## src/npm_pkg.sv

```systemverilog
// shared constants and types for the tag power-mode sequencer
`default_nettype none
package npm_pkg;
    localparam int unsigned CLK_HZ = 40000000;
    localparam int unsigned WAKE_MIN_NS = 10000;
    localparam int unsigned WAKE_MIN_CYC = (WAKE_MIN_NS * (CLK_HZ / 1000000) + 999) / 1000;
    localparam int unsigned INIT_DLY_NS = 100000;
    localparam int unsigned INIT_DLY_CYC = (INIT_DLY_NS * (CLK_HZ / 1000000) + 999) / 1000;
    localparam int unsigned IF_SEL_NS = 250;
    localparam int unsigned IF_SEL_CYC = (IF_SEL_NS * (CLK_HZ / 1000000)) / 1000;
    localparam int unsigned FAST_OSC_MS = 10;
    localparam int unsigned FAST_OSC_CYC = FAST_OSC_MS * (CLK_HZ / 1000);
    localparam logic [7:0] CTL_SEND = 8'h00;
    localparam logic [7:0] CTL_RESET = 8'h01;
    localparam logic [7:0] CTL_READ = 8'h02;
    localparam logic [7:0] CTL_POLL = 8'h03;
    localparam logic [1:0] IF_SEL_SPI = 2'h1;
    localparam logic [1:0] WAKE_SRC_PIN = 2'h1;
    localparam logic [1:0] WAKE_SRC_FIELD = 2'h2;
    typedef enum logic [2:0] {
        NPM_POWER_UP,
        NPM_HIBERNATE,
        NPM_SLEEP,
        NPM_READY,
        NPM_TAG_EMU
    } npm_state_e;
    // host command to the mode logic, the parsed form of an idle or protocol request
    typedef enum logic [2:0] {
        NPM_CMD_NONE,
        NPM_CMD_HIBERNATE,
        NPM_CMD_SLEEP,
        NPM_CMD_CHOOSE_PROTOCOL,
        NPM_CMD_END_EMU
    } npm_cmd_e;
endpackage
`default_nettype wire

```

## src/npm_link_if.sv

```systemverilog
// pins between host and sequencer
`timescale 1ns/1ps
`default_nettype none
interface npm_link_if;
    logic wake_n;
    logic spi_ss_n;
    logic spi_sck;
    logic spi_mosi;
    logic spi_miso;
    logic spi_miso_oe_n;
    logic irq_out_n;
    logic host_if_select_0;
    logic host_if_select_1;
    modport device (input wake_n, spi_ss_n, spi_sck, spi_mosi, host_if_select_0, host_if_select_1,
                    output spi_miso, spi_miso_oe_n, irq_out_n);
    modport host (output wake_n, spi_ss_n, spi_sck, spi_mosi, host_if_select_0, host_if_select_1,
                  input spi_miso, spi_miso_oe_n, irq_out_n);
endinterface
`default_nettype wire

```

## src/npm_device.sv

```systemverilog
// device end: power-mode sequencer with spi control-byte front end
`timescale 1ns/1ps
`default_nettype none
module npm_device
    import npm_pkg::*;
#(
    parameter int unsigned WAKE_CYC = WAKE_MIN_CYC,
    parameter int unsigned OSC_CYC = FAST_OSC_CYC
) (
    // clock and reset
    input wire logic sys_clk,
    input wire logic reset,
    // link pins
    npm_link_if.device link,
    // core side
    input wire npm_cmd_e core_cmd,
    input wire logic [1:0] core_wake_src,
    input wire logic field_detect,
    input wire logic reply_ready,
    output npm_state_e mode_state,
    output logic slow_oscillator,
    output logic fast_oscillator,
    output logic [1:0] host_if_sel,
    output logic spi_enabled,
    output logic [7:0] rx_byte,
    output logic rx_valid,
    output logic read_started
);
    logic [1:0] wake_sync_reg, ss_sync_reg, sck_sync_reg, mosi_sync_reg, fld_sync_reg;
    logic wake_d_reg, ss_d_reg, sck_d_reg;
    logic [15:0] low_cnt_reg;
    logic [$clog2(OSC_CYC + 1)-1:0] osc_cnt_reg;
    logic wake_ok, wake_fall, sck_rise, ss_rise, ss_fall;
    logic if_latched_reg, latch_pend_reg, reset_pend_reg, first_byte_reg, reply_pend_reg;
    logic [2:0] bit_cnt_reg;
    logic [7:0] shift_reg;
    logic [7:0] ctl_reg;
    logic osc_wait_reg;
    logic [3:0] sel_sync_reg;
    npm_state_e state_reg;

    // pins from the far side pass two flops; stage one feeds only stage two
    always_ff @(posedge sys_clk) begin
        wake_sync_reg <= {wake_sync_reg[0], link.wake_n};
        ss_sync_reg <= {ss_sync_reg[0], link.spi_ss_n};
        sck_sync_reg <= {sck_sync_reg[0], link.spi_sck};
        mosi_sync_reg <= {mosi_sync_reg[0], link.spi_mosi};
        fld_sync_reg <= {fld_sync_reg[0], field_detect};
        sel_sync_reg <= {sel_sync_reg[1:0], link.host_if_select_1, link.host_if_select_0};
        wake_d_reg <= wake_sync_reg[1];
        ss_d_reg <= ss_sync_reg[1];
        sck_d_reg <= sck_sync_reg[1];
    end

    assign wake_fall = wake_d_reg & ~wake_sync_reg[1];
    assign sck_rise = ~sck_d_reg & sck_sync_reg[1];
    assign ss_rise = ~ss_d_reg & ss_sync_reg[1];
    assign ss_fall = ss_d_reg & ~ss_sync_reg[1];

    // low-width filter on the wake pin
    always_ff @(posedge sys_clk) begin
        if (reset || wake_sync_reg[1]) begin
            low_cnt_reg <= 16'h0000;
        end else if (low_cnt_reg != 16'hffff) begin
            low_cnt_reg <= low_cnt_reg + 16'h0001;
        end
    end
    // one pulse when the low level just passed the width; shorter pulses never fire
    assign wake_ok = (low_cnt_reg == 16'(WAKE_CYC));

    // interface select latched on the first wake fall out of reset or hibernate
    always_ff @(posedge sys_clk) begin
        if (reset) begin
            latch_pend_reg <= 1'b1;
            if_latched_reg <= 1'b0;
            host_if_sel <= 2'h0;
        end else begin
            if (state_reg == NPM_HIBERNATE && !latch_pend_reg) begin
                latch_pend_reg <= 1'b1;
            end else if (latch_pend_reg && wake_fall) begin
                // sampled a few cycles after the edge, well inside the selection time
                host_if_sel <= sel_sync_reg[3:2];
                if_latched_reg <= 1'b1;
                latch_pend_reg <= 1'b0;
            end
        end
    end

    // mode sequencer
    always_ff @(posedge sys_clk) begin
        if (reset) begin
            state_reg <= NPM_POWER_UP;
            osc_wait_reg <= 1'b0;
            osc_cnt_reg <= '0;
        end else if (reset_pend_reg && ss_rise) begin
            state_reg <= NPM_POWER_UP;
            osc_wait_reg <= 1'b0;
            osc_cnt_reg <= '0;
        end else if (osc_wait_reg) begin
            // fast oscillator settling before ready
            if (osc_cnt_reg == ($clog2(OSC_CYC + 1))'(OSC_CYC - 1)) begin
                osc_wait_reg <= 1'b0;
                state_reg <= NPM_READY;
            end else begin
                osc_cnt_reg <= osc_cnt_reg + 1'b1;
            end
        end else begin
            case (state_reg)
                NPM_POWER_UP, NPM_HIBERNATE: begin
                    if (wake_ok) begin
                        osc_wait_reg <= 1'b1;
                        osc_cnt_reg <= '0;
                    end
                end
                NPM_SLEEP: begin
                    if ((wake_ok && core_wake_src[0]) || (fld_sync_reg[1] && core_wake_src[1])) begin
                        osc_wait_reg <= 1'b1;
                        osc_cnt_reg <= '0;
                    end
                end
                NPM_READY, NPM_TAG_EMU: begin
                    // low-power states only on explicit command
                    if (core_cmd == NPM_CMD_HIBERNATE) begin
                        state_reg <= NPM_HIBERNATE;
                    end else if (core_cmd == NPM_CMD_SLEEP) begin
                        state_reg <= NPM_SLEEP;
                    end else if (core_cmd == NPM_CMD_CHOOSE_PROTOCOL) begin
                        state_reg <= NPM_TAG_EMU;
                    end else if (core_cmd == NPM_CMD_END_EMU) begin
                        state_reg <= NPM_READY;
                    end
                end
                default: state_reg <= NPM_POWER_UP;
            endcase
        end
    end

    assign mode_state = state_reg;
    assign slow_oscillator = (state_reg == NPM_POWER_UP) || (state_reg == NPM_SLEEP);
    assign fast_oscillator = osc_wait_reg || (state_reg == NPM_READY) || (state_reg == NPM_TAG_EMU);
    // spi live only in active states once an interface select value has been latched, whatever its value
    assign spi_enabled = if_latched_reg && !osc_wait_reg &&
                         ((state_reg == NPM_READY) || (state_reg == NPM_TAG_EMU));

    // spi byte receiver, mode 0, msb first; bytes ignored while select high
    always_ff @(posedge sys_clk) begin
        if (reset || ss_sync_reg[1] || !spi_enabled) begin
            bit_cnt_reg <= 3'h0;
            shift_reg <= 8'h00;
            rx_valid <= 1'b0;
            first_byte_reg <= 1'b1;
        end else begin
            rx_valid <= 1'b0;
            if (sck_rise) begin
                shift_reg <= {shift_reg[6:0], mosi_sync_reg[1]};
                bit_cnt_reg <= bit_cnt_reg + 3'h1;
                if (bit_cnt_reg == 3'h7) begin
                    rx_byte <= {shift_reg[6:0], mosi_sync_reg[1]};
                    rx_valid <= 1'b1;
                end
            end
            // cleared a cycle late so the capture below still sees the control byte
            if (rx_valid) begin
                first_byte_reg <= 1'b0;
            end
        end
    end

    // control byte capture and deferred reset
    always_ff @(posedge sys_clk) begin
        if (reset) begin
            ctl_reg <= 8'hff;
            reset_pend_reg <= 1'b0;
        end else begin
            if (rx_valid && first_byte_reg) begin
                ctl_reg <= rx_byte;
            end
            if (ss_fall) begin
                ctl_reg <= 8'hff;
            end
            // reset waits for select to return high
            // armed once per control byte, so a stale code cannot fire at a later select rise
            if (ss_rise) begin
                reset_pend_reg <= 1'b0;
            end
            if (rx_valid && first_byte_reg && rx_byte == CTL_RESET) begin
                reset_pend_reg <= 1'b1;
            end
        end
    end
    assign read_started = (ctl_reg == CTL_READ);

    // interrupt low from reply ready until select rises at the end of a read frame
    always_ff @(posedge sys_clk) begin
        if (reset || !spi_enabled) begin
            reply_pend_reg <= 1'b0;
        end else if (reply_ready) begin
            reply_pend_reg <= 1'b1;
        end else if (read_started && ss_rise) begin
            reply_pend_reg <= 1'b0;
        end
    end
    assign link.irq_out_n = ~reply_pend_reg;

    // miso: flag byte during poll, else zero; enable low only while selected
    always_ff @(posedge sys_clk) begin
        if (reset) begin
            link.spi_miso <= 1'b0;
        end else begin
            link.spi_miso <= (ctl_reg == CTL_POLL) ? ((bit_cnt_reg == 3'h4) && reply_pend_reg) ||
                             ((bit_cnt_reg == 3'h5) && !reply_pend_reg) : 1'b0;
        end
    end
    assign link.spi_miso_oe_n = ss_sync_reg[1] | ~spi_enabled;
endmodule
`default_nettype wire

```

## src/flat_wrapper.sv

```systemverilog
// flat-port wrapper written by rule: the top's interface ports become plain ports
module npm_device_flat import npm_pkg::*;
#(
    parameter int unsigned WAKE_CYC = WAKE_MIN_CYC,
    parameter int unsigned OSC_CYC = FAST_OSC_CYC
)
  (sys_clk, reset, core_cmd, core_wake_src, field_detect, reply_ready, mode_state, slow_oscillator, fast_oscillator, host_if_sel, spi_enabled, rx_byte, rx_valid, read_started, link_wake_n, link_spi_ss_n, link_spi_sck, link_spi_mosi, link_host_if_select_0, link_host_if_select_1, link_spi_miso, link_spi_miso_oe_n, link_irq_out_n);
  npm_link_if link_i ();
  input wire logic sys_clk;
  input wire logic reset;
  input wire npm_cmd_e core_cmd;
  input wire logic [1:0] core_wake_src;
  input wire logic field_detect;
  input wire logic reply_ready;
  output npm_state_e mode_state;
  output logic slow_oscillator;
  output logic fast_oscillator;
  output logic [1:0] host_if_sel;
  output logic spi_enabled;
  output logic [7:0] rx_byte;
  output logic rx_valid;
  output logic read_started;
  input wire logic [$bits(link_i.wake_n)-1:0] link_wake_n;
  input wire logic [$bits(link_i.spi_ss_n)-1:0] link_spi_ss_n;
  input wire logic [$bits(link_i.spi_sck)-1:0] link_spi_sck;
  input wire logic [$bits(link_i.spi_mosi)-1:0] link_spi_mosi;
  input wire logic [$bits(link_i.host_if_select_0)-1:0] link_host_if_select_0;
  input wire logic [$bits(link_i.host_if_select_1)-1:0] link_host_if_select_1;
  output wire logic [$bits(link_i.spi_miso)-1:0] link_spi_miso;
  output wire logic [$bits(link_i.spi_miso_oe_n)-1:0] link_spi_miso_oe_n;
  output wire logic [$bits(link_i.irq_out_n)-1:0] link_irq_out_n;
  assign link_i.wake_n = link_wake_n;
  assign link_i.spi_ss_n = link_spi_ss_n;
  assign link_i.spi_sck = link_spi_sck;
  assign link_i.spi_mosi = link_spi_mosi;
  assign link_i.host_if_select_0 = link_host_if_select_0;
  assign link_i.host_if_select_1 = link_host_if_select_1;
  assign link_spi_miso = link_i.spi_miso;
  assign link_spi_miso_oe_n = link_i.spi_miso_oe_n;
  assign link_irq_out_n = link_i.irq_out_n;
  npm_device #(.WAKE_CYC(WAKE_CYC), .OSC_CYC(OSC_CYC)) u_core (.sys_clk(sys_clk), .reset(reset), .link(link_i), .core_cmd(core_cmd), .core_wake_src(core_wake_src), .field_detect(field_detect), .reply_ready(reply_ready), .mode_state(mode_state), .slow_oscillator(slow_oscillator), .fast_oscillator(fast_oscillator), .host_if_sel(host_if_sel), .spi_enabled(spi_enabled), .rx_byte(rx_byte), .rx_valid(rx_valid), .read_started(read_started));
endmodule
```

## config.mk

```make
export PLATFORM = sky130hd
export DESIGN_NAME = npm_device_flat
export DESIGN_NICKNAME = d
export VERILOG_FILES = /design/src/npm_pkg.sv /design/src/npm_link_if.sv /design/src/npm_device.sv /design/src/flat_wrapper.sv
export SDC_FILE = /design/constraint.sdc
export NUM_CORES = 1
export LEC_CHECK = 0
export ABC_CLOCK_PERIOD_IN_PS = 4900
export BUFFER_PORTS_ARGS = -buffer_cell sky130_fd_sc_hd__buf_4
export CORE_AREA = 2 2 118 120
export DETAILED_ROUTE_END_ITERATION = 8
export DIE_AREA = 0 0 120 122
export HOLD_SLACK_MARGIN = 0.06
export PLACE_DENSITY = 0.48
export SKIP_CTS_REPAIR_TIMING = 1
export SLEW_MARGIN = 20
export SYNTH_ARGS = -nofsm -noshare
export SYNTH_HDL_FRONTEND = slang
export SYNTH_SLANG_ARGS = --single-unit
```

## constraint.sdc

```tcl
create_clock -name sys_clk -period 4.9 [get_ports sys_clk]
set_clock_uncertainty 0.05 [all_clocks]
set_input_delay 0.98 -clock sys_clk [delete_from_list [all_inputs] [get_ports sys_clk]]
set_output_delay 0.98 -clock sys_clk [all_outputs]
set_load 0.1 [all_outputs]
```

Word level (Yosys, flattened, before mapping)
Index checks and enable logic that the tools add are counted.
{"block": "totals", "input_bits": 15, "regBits": 91, "elab_cells": 130, "out_inout_bits": 21}
{"block": "classes", "reduce_logical": 42, "addsub": 3, "n_eq_ne": 23, "mux": 22, "n_bitwise": 15}
{"cell": "19-bit 2-to-1 mux", "count": 4}
{"cell": "19-bit case mux with 2 select lines", "count": 1}
{"cell": "19-bit by 1-bit adder with 19-bit output (second input constant)", "count": 1}
{"cell": "19-bit equality test (second input constant)", "count": 1}
{"cell": "3-bit 2-to-1 mux", "count": 6}
{"cell": "16-bit by 1-bit adder with 16-bit output (second input constant)", "count": 1}
{"cell": "16-bit by 9-bit equality test with 1-bit output (second input constant)", "count": 1}
{"cell": "8-bit by 2-bit equality test with 1-bit output (second input constant)", "count": 2}
{"cell": "16-bit != test (second input constant)", "count": 1}
{"cell": "3-bit equality test (second input constant)", "count": 5}
{"cell": "2-bit OR reduction", "count": 7}
{"cell": "3-bit by 2-bit equality test with 1-bit output (second input constant)", "count": 4}
{"cell": "1-bit logical AND", "count": 12}
{"cell": "1-bit logical OR", "count": 10}
{"cell": "1-bit NOT", "count": 10}
{"cell": "1-bit 2-to-1 mux", "count": 9}
{"cell": "8-bit by 1-bit equality test with 1-bit output (second input constant)", "count": 1}
{"cell": "3-bit by 1-bit equality test with 1-bit output (second input constant)", "count": 2}
{"cell": "3-bit by 1-bit != test with 1-bit output (second input constant)", "count": 2}
{"cell": "6-bit by 1-bit != test with 1-bit output (second input constant)", "count": 1}
{"cell": "3-bit case mux with 2 select lines", "count": 1}
{"cell": "3-bit AND reduction", "count": 2}
{"cell": "1-bit AND", "count": 4}
{"cell": "1-bit logical NOT", "count": 4}
{"cell": "other kinds (11)", "count": 13}

Logic depth before layout (Yosys ltp)
Gate-level depths: netlist (run 1).
{"block": "logic_depth", "ltp_word": 7, "mapped_depth": 8}

Least setup slack after synthesis (run 1)
Ideal clock, no wire load.
{"block": "synth_path", "kind": "flip-flop to output port", "startpoint": "register u_core.state_reg[2] (netlist: u_core.mode_state[2])", "endpoint": "output port link_spi_miso_oe_n", "setup_slack_ns": 0.624, "arrival_ns": 3.246, "stages_incl_launch_ff": 7, "cell_sequence": "dfxtp_1 > buf_2 > or3b_1 > a21oi_1 > nand2_1 > inv_1 > nand2_1"}
{"block": "synth_between", "elab_chain_len": 5, "elab_cells_between_ends": 6}
{"element": "start, declared", "line": "npm_device.sv:40", "text": "npm_state_e state_reg;"}
{"element": "start signal, assigned", "line": "npm_device.sv:92", "text": "state_reg <= NPM_POWER_UP;"}
{"element": "start signal, assigned", "line": "npm_device.sv:96", "text": "state_reg <= NPM_POWER_UP;"}
{"element": "start signal, assigned", "line": "npm_device.sv:103", "text": "state_reg <= NPM_READY;"}
{"element": "3-bit by 2-bit equality test with 1-bit output / 3-bit equality test (equally long branches)", "line": "npm_device.sv:143", "text": "((state_reg == NPM_READY) || (state_reg == NPM_TAG_EMU));"}
{"element": "1-bit logical OR (*)", "line": "npm_device.sv:143"}
{"element": "1-bit logical AND (*)", "line": "npm_device.sv:142", "text": "assign spi_enabled = if_latched_reg && !osc_wait_reg &&"}
{"element": "net spi_enabled", "line": "flat_wrapper.sv:19", "text": "output logic spi_enabled;"}
{"element": "1-bit NOT (*)", "line": "npm_device.sv:214", "text": "assign link.spi_miso_oe_n = ss_sync_reg[1] | ~spi_enabled;"}
{"element": "1-bit OR (*)", "line": "npm_device.sv:214"}
{"element": "end, declared", "line": "flat_wrapper.sv:30", "text": "output wire logic [$bits(link_i.spi_miso_oe_n)-1:0] link_spi_miso_oe_n;"}
The timed path passes the listed nets; every way through them passes the cells marked *.

Worst setup path after layout (run 1)
{"block": "layout_path", "startpoint": "register u_core.state_reg[2] (netlist: u_core.mode_state[2])", "endpoint": "output port link_spi_miso_oe_n"}
{"block": "layout_between", "elab_chain_len": 5, "elab_cells_between_ends": 6}
{"element": "3-bit by 2-bit equality test with 1-bit output / 3-bit equality test (equally long branches)", "line": "npm_device.sv:143"}
{"element": "1-bit logical OR (*)", "line": "npm_device.sv:143"}
{"element": "1-bit logical AND (*)", "line": "npm_device.sv:142"}
{"element": "1-bit NOT (*)", "line": "npm_device.sv:214"}
{"element": "1-bit OR (*)", "line": "npm_device.sv:214"}
Every way passes the cells marked *; elsewhere a longest branch is shown, timed or not.

==> metrics.yaml, run 1 <==
die_x_um: 120
synth_top_area_share_pct: 42.2
post-dp-hpwl_um: 6310
area_delta_synth_final_pct: 18.1
hold_violations: 0
synth_area_leaders: "dfxtp_1, nand2_1, edfxtp_1"
reg2reg_depth: 5
grt_overflow: 0
cts_buffers: 9
drv_slew: 0
die-area_um2: 14600
die_y_um: 122
final_cell_mix: "dfxtp_1, nand2_1, buf_4"
critPathArrivalTime_ps: 2000
clock-sinks: 91
vias_per_cell: 4.94
use_met1_pct: 17.2
cp_max_fo: 10
endpoint_kind: "output pin"
port_buffers: 35
timing.rr.start: "u_core.mode_state[2]"
outcome: "finished clean"
design.core.area_um2: 13500
place.gp.congestion: 0.848
place_ws_ps: 2160
async_flop_share_pct: 0
worstHoldPathType: "reg2reg"
ys_seq_elements: 91
hold_depth: 0
wl_um: 9010
p_sw_uw: 345
clk_pin_slew_ps: 70
period_share_pct: 61.8
layout-drive-gt1-share_pct: 14.6
grt_util_met3_pct: 4.03
met2_usage_pct: 20.0
p_per_area_nw_per_um2: 339
grt_pass1_vias: 3001
relSlewSlack_pct: 40.8
num_antenna_cells: 0
critPathKind: "reg2out"
cts_buffer_depth: 2
syn_area_per_cell_um2: 9.15
yosys.area.top_type: "dfxtp_1"
final_common_cell: "dfxtp_1"
ys_types: 69
whs_ps: 272
switching_share_pct: 21.9
num-nets-final: 476
setup_viol_count_final: 0
start_util_pct: 29.1
drt-pass1-iter-count: 4
nFillCells: 1397
rsz0062_at_grt: "no"
worstMarginPinSlew_ps: 888
r2r_slack_ps: 2360
internal-power_mw: 1.23
placed_area_um2: 4310
min_period_ps: 3030
cts_root_buf: "clkbuf_16"
ys.warnings.count: 0
p_seq_share_pct: 48.5
seqCellArea_um2: 1900
synth_edf_count: 8
multi_input_area_um2: 1870
total_power_mw: 1.58
clk_latency_ps: 340
grt_max_degree: 27
wl_per_cell_um: 14.1
detail-route-antenna-nets: 0
antenna_found_initial: 0
synthCells: 430
worstPathRequired_ps: 3870
drc: 0
final_area_um2: 4650
start_kind: "register"
largest_reg_flops: 19
gr-usage-all-layers_pct: 13.0
finalWorstSetupSlack_ps: 1870
r2r-end: "u_core.rx_byte[6]"
synth_nets: 452
share_comb_of_total_power_pct: 2.5
min-delay-start: "u_core.mosi_sync_reg[0]"
min_to: "u_core.mosi_sync_reg[1]"
cts_max_level: 3
grt_pass1_wl_um: 15000
grt-busiest-layer: "met2"
drt_iter0_markers: 160
io_pins: 36
via_count: 3157
placementRows: 43
cts_tree: "done"
synth_flop_cell: "dfxtp_1"
seq_area_frac_synth_pct: 48.3
irDropWorstVdd_mv: 0.213
pwr-share-clk_pct: 49.0
maxCapViolCount: 0
maxClockFrequency_ghz: 0.330
cellLeakagePower_nw: 1.63
fin_tns_setup_ps: 0
syn_area_um2: 3940
[cells in the mapped netlist, types with 3 or more instances]
| library cell | instances |
|---|---|
| xnor2_1 | 9 |
| nand4_1 | 12 |
| nor3_1 | 5 |
| edfxtp_1 | 8 |
| nor2_1 | 30 |
| a21oi_1 | 31 |
| a31oi_1 | 8 |
| dfxtp_1 | 83 |
| ha_1 | 7 |
| nor2b_1 | 5 |
| or3_1 | 5 |
| and3_1 | 4 |
| a41oi_1 | 3 |
| buf_2 | 3 |
| nor4_1 | 7 |
| nand2b_1 | 5 |
| buf_4 | 3 |
| clkbuf_1 | 13 |
| inv_1 | 11 |
| o21ai_1 | 3 |
| and4_1 | 4 |
| a311oi_1 | 6 |
| mux2i_1 | 4 |
| nand3_1 | 20 |
| o21ai_0 | 10 |
| nor3b_1 | 3 |
| nand2_1 | 66 |
| and2_1 | 7 |
[worst max-delay path, stage by stage (launching register included)]
cell     delay [ps]
dfxtp_1         490
or3b_1          400
a21oi_1         190
nand2_1         120
inv_1           130
nand2_1          80
buf_4           230
[power groups by stage]
| stage | Sequential, mW | Combinational [mW] | Clock (mW) |
|---|---|---|---|
| final | 0.763 | 0.0399 | 0.772 |
| after global placement | 0.780 | 0.0401 | 0 |
| after detailed placement | 0.781 | 0.0403 | 0 |
| after global routing | 0.765 | 0.0442 | 0.825 |
| after CTS | 0.763 | 0.0404 | 0.800 |
| after floorplan | 0.785 | 0.0183 | 0 |
[routing by layer]
metal  wire, um  vias up
met4        112        0
met2       4050       57
met5          0        -
met3        407        9
li1           -     1613
met1       4440     1478
[worst max path at each step]
stage	to	start	depth (start not counted)	slack, ps
after global routing	link_spi_miso_oe_n	u_core.mode_state[2]	6	1770
after detailed placement	u_core.osc_cnt_reg[18]	reset	5	2160
final	link_spi_miso_oe_n	u_core.mode_state[2]	6	1870
after global placement	u_core.osc_cnt_reg[18]	reset	5	2240
after floorplan	link_spi_miso_oe_n	u_core.mode_state[2]	6	620
after CTS	link_spi_miso_oe_n	u_core.mode_state[2]	6	1860
[final cells by class]
cell class / count / area share (%)
Clock buffer: 9 / 4.85
Clock inverter: 7 / 2.32
Inverter: 12 / 0.969
Multi-Input combinational cell: 304 / 40.3
Sequential cell: 91 / 40.9
Tap cell: 180 / 4.85
Timing Repair Buffer: 36 / 5.82
[kinds of logic after synthesis]
| family | Yosys count | share of synthesized area, % |
|---|---|---|
| mux | 5 | 1.30 |
| simple gates | 190 | 24.9 |
| xor+xnor | 10 | 2.23 |
| fa+ha+maj | 7 | 2.23 |
| compound gates | 92 | 16.9 |
| buf+inv | 35 | 4.10 |
| flops | 91 | 48.3 |
[stage by stage]
stage	util (%)	cells
floorplan	-	430
global placement	31.9	623
CTS	34.4	639
detailed placement	31.9	623
global route	34.4	639
finish	34.4	639
Note: power is estimated with default switching activity, not from simulation.
==> run 2, diff against run 1 <==
- ABC_CLOCK_PERIOD_IN_PS: 4900 -> 2500
- PLACE_DENSITY: 0.48 -> 0.5
- clock period: 4.9 -> 2.5 ns (I/O delays scaled with it)
==> run 2 against run 1 <==
Wire length is 2.8% lower; non-clock buffer count is 6 higher; via count is 0.95% higher; register-to-register slack worse by 2000 ps; critical path depth stayed put; cell count is 0.94% higher; count of clock-buffer cells in the layout stayed put; hold slack worse by 65 ps; clock power is 76% higher; setup slack worse by 1800 ps; sequential share of layout area is 0.38 points lower; combinational power is 100% higher.
==> metrics.yaml, run 2 (synthesis results as in run 1) <==
outcome: "finished clean"
hold_violations: 0  # unchanged
io_pins: 36  # unchanged
die-area_um2: 14600  # unchanged
vias_per_cell: 4.94  # about the same
largest_reg_flops: 19  # unchanged
antenna_found_initial: 0  # unchanged
setup_viol_count_final: 0  # unchanged
critPathKind: "reg2out"
design.core.area_um2: 13500  # unchanged
critPathArrivalTime_ps: 1840  # -160 ps
final_cell_mix: "dfxtp_1, nand2_1, buf_4"
wl_per_cell_um: 13.6  # -3.7%
gr-usage-all-layers_pct: 12.6  # -0.42 points
period_share_pct: 95.5
worstHoldPathType: "in2reg"
cp_cell_sequence: "or3b_1 > a21oi_2 > nand2_2 > clkinvlp_4 > nand2_8 > buf_4"
cts_buffers: 9  # unchanged
min_period_ps: 2390
clk_latency_ps: 340  # about the same
grt_max_degree: 23  # -15%
fin_cells: 645  # +0.94%
irDropWorstVdd_mv: 0.339  # +59%
whs_ps: 207  # -65.1 ps
p_per_area_nw_per_um2: 624  # +84%
endpoint_kind: "output pin"
clk_pin_slew_ps: 70  # about the same
worstMarginPinSlew_ps: 595  # -293 ps
relSlewSlack_pct: 60.1  # +19 points
place.gp.congestion: 0.836  # -1.4%
num-nets-final: 482  # +1.3%
placementRows: 43  # unchanged
grt_pass1_vias: 3005  # +0.13%
die_x_um: 120  # unchanged
die_y_um: 122  # unchanged
port_buffers: 35  # unchanged
grt_overflow: 0  # unchanged
cts_root_buf: "clkbuf_16"
cp_max_fo: 10  # unchanged
area_delta_synth_final_pct: 19.6
wl_um: 8750  # -2.8%
final_common_cell: "dfxtp_1"
slowest_delay_ps: 400  # -90 ps
dpl.cell_count: 629  # +0.96%
worstPathRequired_ps: 1950  # -1920 ps
cts_buffer_depth: 2  # unchanged
cts_max_level: 3  # unchanged
cpMaxStageDelayCell: "dfxtp_4"
post-dp-hpwl_um: 6310  # about the same
num_antenna_cells: 0  # unchanged
via_count: 3187  # +0.95%
drt_iter0_markers: 148  # -7.5%
rsz0062_at_grt: "no"
start_util_pct: 29.1  # unchanged
post-route-util_pct: 34.8  # +0.44 points
layout-drive-gt1-share_pct: 17.4  # +2.8 points
cts_tree: "done"
start_kind: "register"
cellLeakagePower_nw: 1.64  # +0.73%
drt-pass1-iter-count: 4  # unchanged
detail-route-antenna-nets: 0  # unchanged
drv_slew: 0  # unchanged
nFillCells: 1375  # -1.6%
drc: 0  # unchanged
maxClockFrequency_ghz: 0.419
maxCapViolCount: 0  # unchanged
clock-sinks: 91  # unchanged
grt_pass1_wl_um: 14800  # -1.7%
==> run 2: changes by cell type in the layout (fill, tap and decap cells not counted), moves of 2 or more <==
cell / change
buf_4: +5
dfxtp_1: -3
dfxtp_2: +2
nand2_1: -2
nor2_1: -2
==> run 2: per-stage QoR <==
| step | instance area [um2] | setup WS, ps | setup TNS (ps) | power [mW] |
|---|---|---|---|---|
| after floorplan | 3970 | -213 | -2080 | 1.57 |
| after global routing | 4710 | 30.3 | 0 | 3.05 |
| after global placement | 4400 | 350 | 0 | 1.61 |
| after detailed placement | 4400 | 331 | 0 | 1.61 |
| final | 4710 | 112 | 0 | 2.94 |
| after CTS | 4700 | -3.54 | -3.54 | 2.98 |
==> run 2: layout make-up <==
class | instances | area (um2) | area share (%)
Clock buffer | 9 | 225 | 4.79
Clock inverter | 7 | 75.1 | 1.60
Inverter | 12 | 48.8 | 1.04
Multi-Input combinational cell | 304 | 1900 | 40.5
Sequential cell | 91 | 1910 | 40.5
Tap cell | 180 | 225 | 4.79
Timing Repair Buffer | 42 | 319 | 6.78
==> run 2: final timing paths <==
| kind | startpoint | end | slack, ps | cells past startpoint |
|---|---|---|---|---|
| worst max-delay path | u_core.mode_state[2] | link_spi_miso_oe_n | 110 | 6 |
| worst min-delay path | link_host_if_select_1 | u_core.sel_sync_reg[1] | 210 | 1 |
| worst max register to register | u_core.mode_state[2] | u_core.rx_byte[5] | 390 | 5 |
| worst min register to register | u_core.mosi_sync_reg[0] | u_core.mosi_sync_reg[1] | 280 | 0 |
==> run 2: routing by layer <==
layer / GRT usage, % / share of wire, % / wire, um
met5: 0 / 0 / 0
met4: 3.09 / 0.65 / 57
met3: 3.79 / 3.7 / 324
met2: 21.7 / 50 / 4340
met1: 15.5 / 46 / 4030
==> run 2: critical path: cells and delay by family (launching register included) <==
| kind | cells | cell delay [ps] |
|---|---|---|
| AND/OR/NAND/NOR | 3 | 540 |
| flip-flops | 1 | 400 |
| buffers and inverters | 2 | 370 |
| AO/OA/AOI/OAI | 1 | 180 |
==> run 2: report_power, final <==
| part | switching, mW | leakage, nW | internal [mW] |
|---|---|---|---|
| clock | 0.579 | 0.145 | 0.781 |
| sequential | 0.00923 | 0.752 | 1.49 |
| combinational | 0.0498 | 0.748 | 0.0311 |
